<file path="src/ccr_map.svh">
// Register offsets, field positions and reset values of the calibration control bank
`ifndef CCR_MAP_SVH
`define CCR_MAP_SVH

// ----------------------------------------------------------------------
// Register offsets
// ----------------------------------------------------------------------
`define CCR_OFS_AVERAGING    8'h68
`define CCR_OFS_STATUS       8'h6A
`define CCR_OFS_PIN_CONFIG   8'h6B
`define CCR_OFS_SOFT_TRIG    8'h6C
`define CCR_OFS_LOW_POWER    8'h6E
`define CCR_OFS_IRQ_STATUS   8'h78
`define CCR_OFS_IRQ_MASK     8'h79

// ----------------------------------------------------------------------
// Field positions
// ----------------------------------------------------------------------
`define CCR_OFFSET_AVERAGING_LSB       4
`define CCR_LIN_AVG_LSB      0
`define CCR_STAT_CODE_LSB    2
`define CCR_HALTED_BIT       1
`define CCR_FOREGROUND_DONE_BIT      0
`define CCR_SEL_LSB          1
`define CCR_TRIG_SRC_BIT     0
`define CCR_SOFT_TRIG_BIT    0
`define CCR_LP_EN_BIT        0
`define CCR_LOWPOWER_TRIGGER_MODE_BIT      1

// ----------------------------------------------------------------------
// Reset values
// ----------------------------------------------------------------------
`define CCR_RST_OFFSET_AVERAGING       3'h6
`define CCR_RST_LIN_AVG      3'h1
`define CCR_RST_PIN_CONFIG   8'h00
`define CCR_RST_SOFT_TRIG    8'h01
`define CCR_RST_LOW_POWER    8'h88
`define CCR_RST_IRQ_MASK     4'h0

`endif

</file>
<file path="src/ccr_pkg.sv">
// Types shared by the calibration control bank
package ccr_pkg;

  // Status pin source select
  typedef enum logic [1:0] {
    CCR_SEL_FOREGROUND_DONE = 2'h0,
    CCR_SEL_HALTED  = 2'h1,
    CCR_SEL_ALARM   = 2'h2,
    CCR_SEL_LOW     = 2'h3
  } ccr_sel_e;

  // Status reported by the calibration engine
  typedef struct packed {
    logic [2:0] code;
    logic       foreground_done;
    logic       bg_stopped;
    logic       bg_resumed;
    logic       bg_enabled;
    logic       alarm;
  } ccr_engine_s;

  // Settings handed to the calibration engine
  typedef struct packed {
    logic [2:0] offset_averaging;
    logic [2:0] linearity_averaging;
    logic       lp_enable;
    logic       lowpower_trigger_mode;
  } ccr_settings_s;

endpackage

</file>
<file path="src/ccr_trig_sel.sv">
// Calibration trigger source selection and low-power wake request
`timescale 1ns/1ns
module ccr_trig_sel
  import ccr_pkg::*;
(
  input  wire logic mclk_i,          // Clock
  input  wire logic rst_n_i,         // Synced reset, active low
  input  wire logic trig_src_i,      // Trigger source select
  input  wire logic soft_trig_i,     // Software trigger bit
  input  wire logic hw_trig_i,       // Hardware trigger pin
  input  wire logic lp_enable_i,     // Low-power calibration on
  input  wire logic lowpower_trigger_mode_mode_i,  // Trigger-driven sleep mode
  output logic      trigger_o,       // Selected trigger level
  output logic      wake_o           // Wake request to core
);

  logic trig_next;

  // Trigger mux
  // hardware source when trig_src_i is set, else software
  always_comb begin
    trig_next = trig_src_i ? hw_trig_i : soft_trig_i;
  end

  // Registered trigger
  always_ff @(posedge mclk_i or negedge rst_n_i) begin
    if (!rst_n_i) begin
      trigger_o <= 1'b1;
    end else begin
      trigger_o <= trig_next;
    end
  end

  always_ff @(posedge mclk_i or negedge rst_n_i) begin
    if (!rst_n_i) begin
      wake_o <= 1'b0;
    end else begin
      wake_o <= lp_enable_i & lowpower_trigger_mode_mode_i & ~trig_next;
    end
  end

endmodule

</file>
<file path="src/ccr_regs.sv">
// Calibration control and status register bank
//
// The address-and-strobe port was left to the implementer.
`timescale 1ns/1ns
`include "ccr_map.svh"
module ccr_regs
  import ccr_pkg::*;
(
  input  wire logic          mclk_i,       // Clock, 125 MHz
  input  wire logic          rst_b_i,      // Async reset, active low
  input  wire logic [7:0]    addr_i,       // Register address
  input  wire logic [7:0]    wdata_i,      // Write data
  input  wire logic          wr_i,         // Write strobe
  input  wire logic          rd_i,         // Read strobe
  output logic      [7:0]    rdata_o,      // Read data, next cycle
  input  wire ccr_engine_s   engine_i,     // Engine status
  input  wire logic          hw_trig_i,    // Hardware trigger pin
  output logic               status_pin_o, // Status output pin
  output logic               trigger_o,    // Selected calibration trigger
  output logic               wake_o,       // Wake request to sleeping core
  output ccr_settings_s      settings_o,   // Settings to engine
  output logic               irq_o         // Interrupt, active high
);

  // ----------------------------------------------------------------------
  // Reset synchroniser
  // ----------------------------------------------------------------------
  logic rst_meta_reg;
  logic rst_n_reg;

  // Release reset through two flops
  always_ff @(posedge mclk_i or negedge rst_b_i) begin
    if (!rst_b_i) begin
      rst_meta_reg <= 1'b0;
      rst_n_reg    <= 1'b0;
    end else begin
      rst_meta_reg <= 1'b1;
      rst_n_reg    <= rst_meta_reg;
    end
  end

  // ----------------------------------------------------------------------
  // Write decode
  // ----------------------------------------------------------------------
  function automatic logic hit(input logic [7:0] a, input logic [7:0] ofs);
    hit = (a == ofs);
  endfunction

  logic wr_avg;
  logic wr_pin;
  logic wr_soft;
  logic wr_lp;
  logic wr_irq_stat;
  logic wr_irq_mask;

  // Address strobes
  assign wr_avg      = wr_i & hit(addr_i, `CCR_OFS_AVERAGING);
  assign wr_pin      = wr_i & hit(addr_i, `CCR_OFS_PIN_CONFIG);
  assign wr_soft     = wr_i & hit(addr_i, `CCR_OFS_SOFT_TRIG);
  assign wr_lp       = wr_i & hit(addr_i, `CCR_OFS_LOW_POWER);
  assign wr_irq_stat = wr_i & hit(addr_i, `CCR_OFS_IRQ_STATUS);
  assign wr_irq_mask = wr_i & hit(addr_i, `CCR_OFS_IRQ_MASK);

  // ----------------------------------------------------------------------
  // Configuration registers
  // ----------------------------------------------------------------------
  logic [2:0] offset_averaging_reg;
  logic [2:0] lin_avg_reg;
  logic [2:0] pin_cfg_reg;
  logic       soft_trig_reg;
  logic [7:0] lp_reg;

  always_ff @(posedge mclk_i or negedge rst_n_reg) begin
    if (!rst_n_reg) begin
      offset_averaging_reg  <= `CCR_RST_OFFSET_AVERAGING;
      lin_avg_reg <= `CCR_RST_LIN_AVG;
    end else if (wr_avg) begin
      offset_averaging_reg  <= wdata_i[`CCR_OFFSET_AVERAGING_LSB +: 3];
      lin_avg_reg <= wdata_i[`CCR_LIN_AVG_LSB +: 3];
    end
  end

  // Pin configuration, select and source
  always_ff @(posedge mclk_i or negedge rst_n_reg) begin
    if (!rst_n_reg) begin
      pin_cfg_reg <= 3'(`CCR_RST_PIN_CONFIG);
    end else if (wr_pin) begin
      pin_cfg_reg <= wdata_i[2:0];
    end
  end

  always_ff @(posedge mclk_i or negedge rst_n_reg) begin
    if (!rst_n_reg) begin
      soft_trig_reg <= 1'(`CCR_RST_SOFT_TRIG);
    end else if (wr_soft) begin
      soft_trig_reg <= wdata_i[`CCR_SOFT_TRIG_BIT];
    end
  end

  // Low-power calibration register
  always_ff @(posedge mclk_i or negedge rst_n_reg) begin
    if (!rst_n_reg) begin
      lp_reg <= `CCR_RST_LOW_POWER;
    end else if (wr_lp) begin
      lp_reg <= wdata_i;
    end
  end

  // Settings to the engine
  always_ff @(posedge mclk_i or negedge rst_n_reg) begin
    if (!rst_n_reg) begin
      settings_o <= '0;
    end else begin
      settings_o.offset_averaging      <= offset_averaging_reg;
      settings_o.linearity_averaging   <= lin_avg_reg;
      settings_o.lp_enable             <= lp_reg[`CCR_LP_EN_BIT];
      settings_o.lowpower_trigger_mode <= lp_reg[`CCR_LOWPOWER_TRIGGER_MODE_BIT];
    end
  end

  // ----------------------------------------------------------------------
  // Calibration status
  // ----------------------------------------------------------------------
  logic       foreground_done_reg;
  logic       halted_reg;
  logic [2:0] code_reg;

  always_ff @(posedge mclk_i or negedge rst_n_reg) begin
    if (!rst_n_reg) begin
      code_reg <= 3'h0;
    end else begin
      code_reg <= engine_i.code;
    end
  end

  always_ff @(posedge mclk_i or negedge rst_n_reg) begin
    if (!rst_n_reg) begin
      foreground_done_reg <= 1'b0;
    end else begin
      foreground_done_reg <= engine_i.foreground_done;
    end
  end

  always_ff @(posedge mclk_i or negedge rst_n_reg) begin
    if (!rst_n_reg) begin
      halted_reg <= 1'b0;
    end else if (engine_i.bg_stopped) begin
      halted_reg <= 1'b1;
    end else if (!engine_i.bg_enabled && engine_i.foreground_done) begin
      halted_reg <= 1'b1;
    end else if (engine_i.bg_resumed) begin
      halted_reg <= 1'b0;
    end
  end

  // ----------------------------------------------------------------------
  // Status pin and trigger
  // ----------------------------------------------------------------------
  ccr_sel_e sel;
  logic     pin_next;

  assign sel = ccr_sel_e'(pin_cfg_reg[`CCR_SEL_LSB +: 2]);

  always_comb begin
    unique case (sel)
      CCR_SEL_FOREGROUND_DONE: pin_next = foreground_done_reg;
      CCR_SEL_HALTED:  pin_next = halted_reg;
      CCR_SEL_ALARM:   pin_next = engine_i.alarm;
      CCR_SEL_LOW:     pin_next = 1'b0;
    endcase
  end

  // Registered status pin
  always_ff @(posedge mclk_i or negedge rst_n_reg) begin
    if (!rst_n_reg) begin
      status_pin_o <= 1'b0;
    end else begin
      status_pin_o <= pin_next;
    end
  end

  // Trigger selection and wake
  ccr_trig_sel u_trig (
    .mclk_i         (mclk_i),
    .rst_n_i        (rst_n_reg),
    .trig_src_i     (pin_cfg_reg[`CCR_TRIG_SRC_BIT]),
    .soft_trig_i    (soft_trig_reg),
    .hw_trig_i      (hw_trig_i),
    .lp_enable_i    (lp_reg[`CCR_LP_EN_BIT]),
    .lowpower_trigger_mode_mode_i (lp_reg[`CCR_LOWPOWER_TRIGGER_MODE_BIT]),
    .trigger_o      (trigger_o),
    .wake_o         (wake_o)
  );

  // ----------------------------------------------------------------------
  // Interrupts
  // ----------------------------------------------------------------------
  logic [3:0] irq_stat_reg;
  logic [3:0] irq_mask_reg;
  logic [3:0] events;
  logic       fg_prev_reg;
  logic       halt_prev_reg;
  logic       alarm_prev_reg;

  // Rising- and falling-edge history
  always_ff @(posedge mclk_i or negedge rst_n_reg) begin
    if (!rst_n_reg) begin
      fg_prev_reg    <= 1'b0;
      halt_prev_reg  <= 1'b0;
      alarm_prev_reg <= 1'b0;
    end else begin
      fg_prev_reg    <= foreground_done_reg;
      halt_prev_reg  <= halted_reg;
      alarm_prev_reg <= engine_i.alarm;
    end
  end

  // Events: done, halted, resumed, alarm
  assign events = {engine_i.alarm & ~alarm_prev_reg,
                   ~halted_reg & halt_prev_reg,
                   halted_reg & ~halt_prev_reg,
                   foreground_done_reg & ~fg_prev_reg};

  // Sticky status, set wins over clear
  always_ff @(posedge mclk_i or negedge rst_n_reg) begin
    if (!rst_n_reg) begin
      irq_stat_reg <= 4'h0;
    end else begin
      irq_stat_reg <= (irq_stat_reg & ~(wr_irq_stat ? wdata_i[3:0] : 4'h0)) | events;
    end
  end

  // Interrupt mask
  always_ff @(posedge mclk_i or negedge rst_n_reg) begin
    if (!rst_n_reg) begin
      irq_mask_reg <= `CCR_RST_IRQ_MASK;
    end else if (wr_irq_mask) begin
      irq_mask_reg <= wdata_i[3:0];
    end
  end

  // Level interrupt
  always_ff @(posedge mclk_i or negedge rst_n_reg) begin
    if (!rst_n_reg) begin
      irq_o <= 1'b0;
    end else begin
      irq_o <= |(irq_stat_reg & irq_mask_reg);
    end
  end

  // ----------------------------------------------------------------------
  // Read path
  // ----------------------------------------------------------------------
  // One-cycle read data, unmapped reads zero
  always_ff @(posedge mclk_i or negedge rst_n_reg) begin
    if (!rst_n_reg) begin
      rdata_o <= 8'h00;
    end else if (rd_i) begin
      unique case (addr_i)
        `CCR_OFS_AVERAGING:  rdata_o <= {1'b0, offset_averaging_reg, 1'b0, lin_avg_reg};
        `CCR_OFS_STATUS:     rdata_o <= {3'h0, code_reg, halted_reg, foreground_done_reg};
        `CCR_OFS_PIN_CONFIG: rdata_o <= {5'h00, pin_cfg_reg};
        `CCR_OFS_SOFT_TRIG:  rdata_o <= {7'h00, soft_trig_reg};
        `CCR_OFS_LOW_POWER:  rdata_o <= lp_reg;
        `CCR_OFS_IRQ_STATUS: rdata_o <= {4'h0, irq_stat_reg};
        `CCR_OFS_IRQ_MASK:   rdata_o <= {4'h0, irq_mask_reg};
        default:             rdata_o <= 8'h00;
      endcase
    end else begin
      rdata_o <= 8'h00;
    end
  end

endmodule

</file>
<file path="config.mk">
export PLATFORM = sky130hd
export DESIGN_NAME = ccr_regs
export DESIGN_NICKNAME = d
export VERILOG_FILES = /design/src/ccr_pkg.sv /design/src/ccr_trig_sel.sv /design/src/ccr_regs.sv
export VERILOG_INCLUDE_DIRS = /design/src
export SDC_FILE = /design/constraint.sdc
export NUM_CORES = 1
export LEC_CHECK = 0
export ABC_CLOCK_PERIOD_IN_PS = 2350
export BUFFER_PORTS_ARGS = -buffer_cell sky130_fd_sc_hd__buf_2
export CELL_PAD_IN_SITES_DETAIL_PLACEMENT = 1
export CELL_PAD_IN_SITES_GLOBAL_PLACEMENT = 1
export CORE_MARGIN = 2
export CORE_UTILIZATION = 44
export CTS_BUF_LIST = sky130_fd_sc_hd__clkbuf_4
export DETAILED_ROUTE_END_ITERATION = 6
export GPL_ROUTABILITY_DRIVEN = 0
export PLACE_DENSITY_LB_ADDON = 0.1
export SLEW_MARGIN = 30
export SYNTH_ARGS = -nofsm -noshare
export SYNTH_HDL_FRONTEND = slang
export SYNTH_SLANG_ARGS = --single-unit
export TNS_END_PERCENT = 50
</file>
<file path="constraint.sdc">
create_clock -name mclk_i -period 2.35 [get_ports mclk_i]
set_input_delay 0.1175 -clock mclk_i [delete_from_list [all_inputs] [get_ports mclk_i]]
set_output_delay 0.1175 -clock mclk_i [all_outputs]
set_load 0.1 [all_outputs]
</file>
==> impl_metrics.yaml <==
run_status:
  status: "finished clean"
placement:
  hpwl_um: 4080
  portBuffers: 48
timing:
  worst_hold_slack_ns: 0.0457
  hold_viol: 0
  rsz0062_at_grt: "false"
  finalSetupViolations: 0
  period_needed_ns: 1.43
  max-slew-margin-rel_pct: 55.1
  clock_skew_ns: 0.0131
  drv_slew: 0
  max_slew.worst_pin.slew_ns: 0.671
  tns_ns: 0
  period_share_pct: 61.0
  fmax_mhz: 698
floorplanning:
  die_area_sq_mm: 0.00581
  core_area_sq_mm: 0.00507
  die_h_um: 76.2
  io_pins: 49
  initial_core_util_pct: 45.2
  rows: 26
  die_w_um: 76.2
synthesis:
  ys_ff_latch: 56
  ys_async_sr_fraction_pct: 100
  ys_warn_count: 0
  netlist_area_sq_mm: 0.00229
  synthCells: 181
  synth_edf_count: 0
  ys.flop_type: "dfrtp_1"
  yosysUniqueCellTypes: 37
  synth.avg_cell_area_sq_um: 12.7
  syn_nets: 210
  seq_area_frac_synth_pct: 61.5
worst_setup_path:
  worst-path-max-fanout: 1
  reg2reg_from: "soft_trig_reg$_DFFE_PN1P_"
  worstSetupPathType: "flip-flop to output pin"
  cp_slowest_cell: "dfstp_2"
  critical_path_buf_inv_count: 1
  r2r_slack_ns: 0.93
  rr_worst_depth: 4
  crit_chain: "buf_2"
  cp.arrival_ns: 1.32
  cp_top_family: "flip-flops"
  cp_slowest_stage_delay_ns: 0.54
  endpoint_kind: "output pin"
  crit_required_ns: 2.23
  r2r_end: "rdata_o[0]$_DFF_PN0_"
  cp-start-kind: "flip-flop"
detailed_routing:
  vias: 1644
  ant_nets: 0
  routedWlPerCell_um: 16.9
  dr.pass1.iters: 4
  vias_per_cell: 5.19
  drt-initial-drc-count: 53
  wirelength_um: 5370
  drc: 0
cts:
  path_clk_slew_ns: 0.14
  insertion_delay_ns: 0.38
  cts_tree: "yes"
  cts.htree.levels: 2
  cts_setup_buffers: 0
  root_buffer: "clkbuf_4"
  cts_made_buffers: 5
  cts_sinks: 56
  clockBufferDepth: 2
global_route:
  antenna_found_initial: 0
  gr-total-overflow: 0
  globalRouteTotalUtil_pct: 20.3
  grt_pass1_wl_um: 9160
  grt_pass1_vias: 1785
  grt_start_max_net_pins: 29
layout:
  layout_common_cells: "dfrtp_1 (48), buf_2 (48), mux2_2 (17)"
  drive_above_1_share_pct: 37.7
  syn_to_final_growth_pct: 22.3
  fin_nets: 275
  antenna_cells: 0
min_path:
  worstHoldPathType: "primary input to async pin"
pwr:
  power_density_mw_per_mm2: 605
  total_leakage_power_nw: 1.39
  peakVddDrop_uv: 353
job:
  cap_violations: 0
-- per-layer routing --
metal / share of wire (%) / GRT usage [%]
met1: 42 / 25.6
met2: 52 / 34.7
met3: 3.3 / 3.79
met4: 1.9 / 8.36
met5: 0 / 0
-- worst max path at each step --
stage	start	slack, ns	endpoint	cells past startpoint
after floorplan	rst_n_reg$_DFF_PN0_	0.69	alarm_prev_reg$_DFF_PN0_	0
after global placement	addr_i[7]	0.64	lp_reg[1]$_DFFE_PN0P_	5
after detailed placement	addr_i[7]	0.58	lp_reg[0]$_DFFE_PN0P_	5
after CTS	u_trig.trigger_o$_DFF_PN1_	0.89	trigger_o	1
after global routing	u_trig.trigger_o$_DFF_PN1_	0.85	trigger_o	1
final	u_trig.trigger_o$_DFF_PN1_	0.92	trigger_o	1
-- final cells by class --
type                    count  area [sq um]
inverters                  11          41.3
well taps                  70          87.6
clock buffers               7          52.6
repair buffers             64           410
flip-flops and latches     56          1410
fillers                   571          2270
clock inverters             1          5.00
multi-input cells         108           798
-- cells in the mapped netlist (all sizes together) (2+ instances only) --
library cell  count  area share (%)
nand2            14             2.3
a21oi             4            0.87
or3               4             1.1
and4              2            0.87
a22oi             7             2.3
nand3b            2            0.65
buf               6             2.0
o22a              2            0.76
dfrtp            49              53
mux2i             7             3.1
o21ai            15             3.3
inv              11             1.8
mux2             20              10
nor2b             2            0.55
dfstp             7             8.0
nand4             2            0.55
nand3             3            0.87
and3              5             1.5
nor2              6            0.98
-- logic make-up after synthesis --
kind of cell           share of synthesized area, %
AOI/OAI and AO/OA                              9.27
buffers and inverters                          3.76
DFF                                            61.5
muxes                                          13.4
other                                         0.163
and+or+nand+nor                                12.0
-- power breakdown --
part / switching, mW / total (mW) / internal [mW]
Clock: 0.280 / 0.420 / 0.140
Sequential: 0.0312 / 1.04 / 1.01
Combinational: 0.159 / 0.239 / 0.0794
Total: 0.470 / 1.70 / 1.23
-- per-stage QoR --
stage	power [mW]	setup WS [ns]	cells	area, sq um	utilization (%)
final	1.70	0.917	317	2810	55.3
after global routing	1.78	0.852	317	2810	55.3
after CTS	1.72	0.892	317	2810	55.3
after detailed placement	1.28	0.577	294	2600	51.2
after global placement	1.27	0.642	294	2600	51.2
after floorplan	1.21	0.688	181	2290	-
-- timing repair --
item	in CTS	in global routing
hold buffers	15	0
resized for setup	0	0
hold endpoints to repair	20	0
Power figures use the tool's default switching activity.
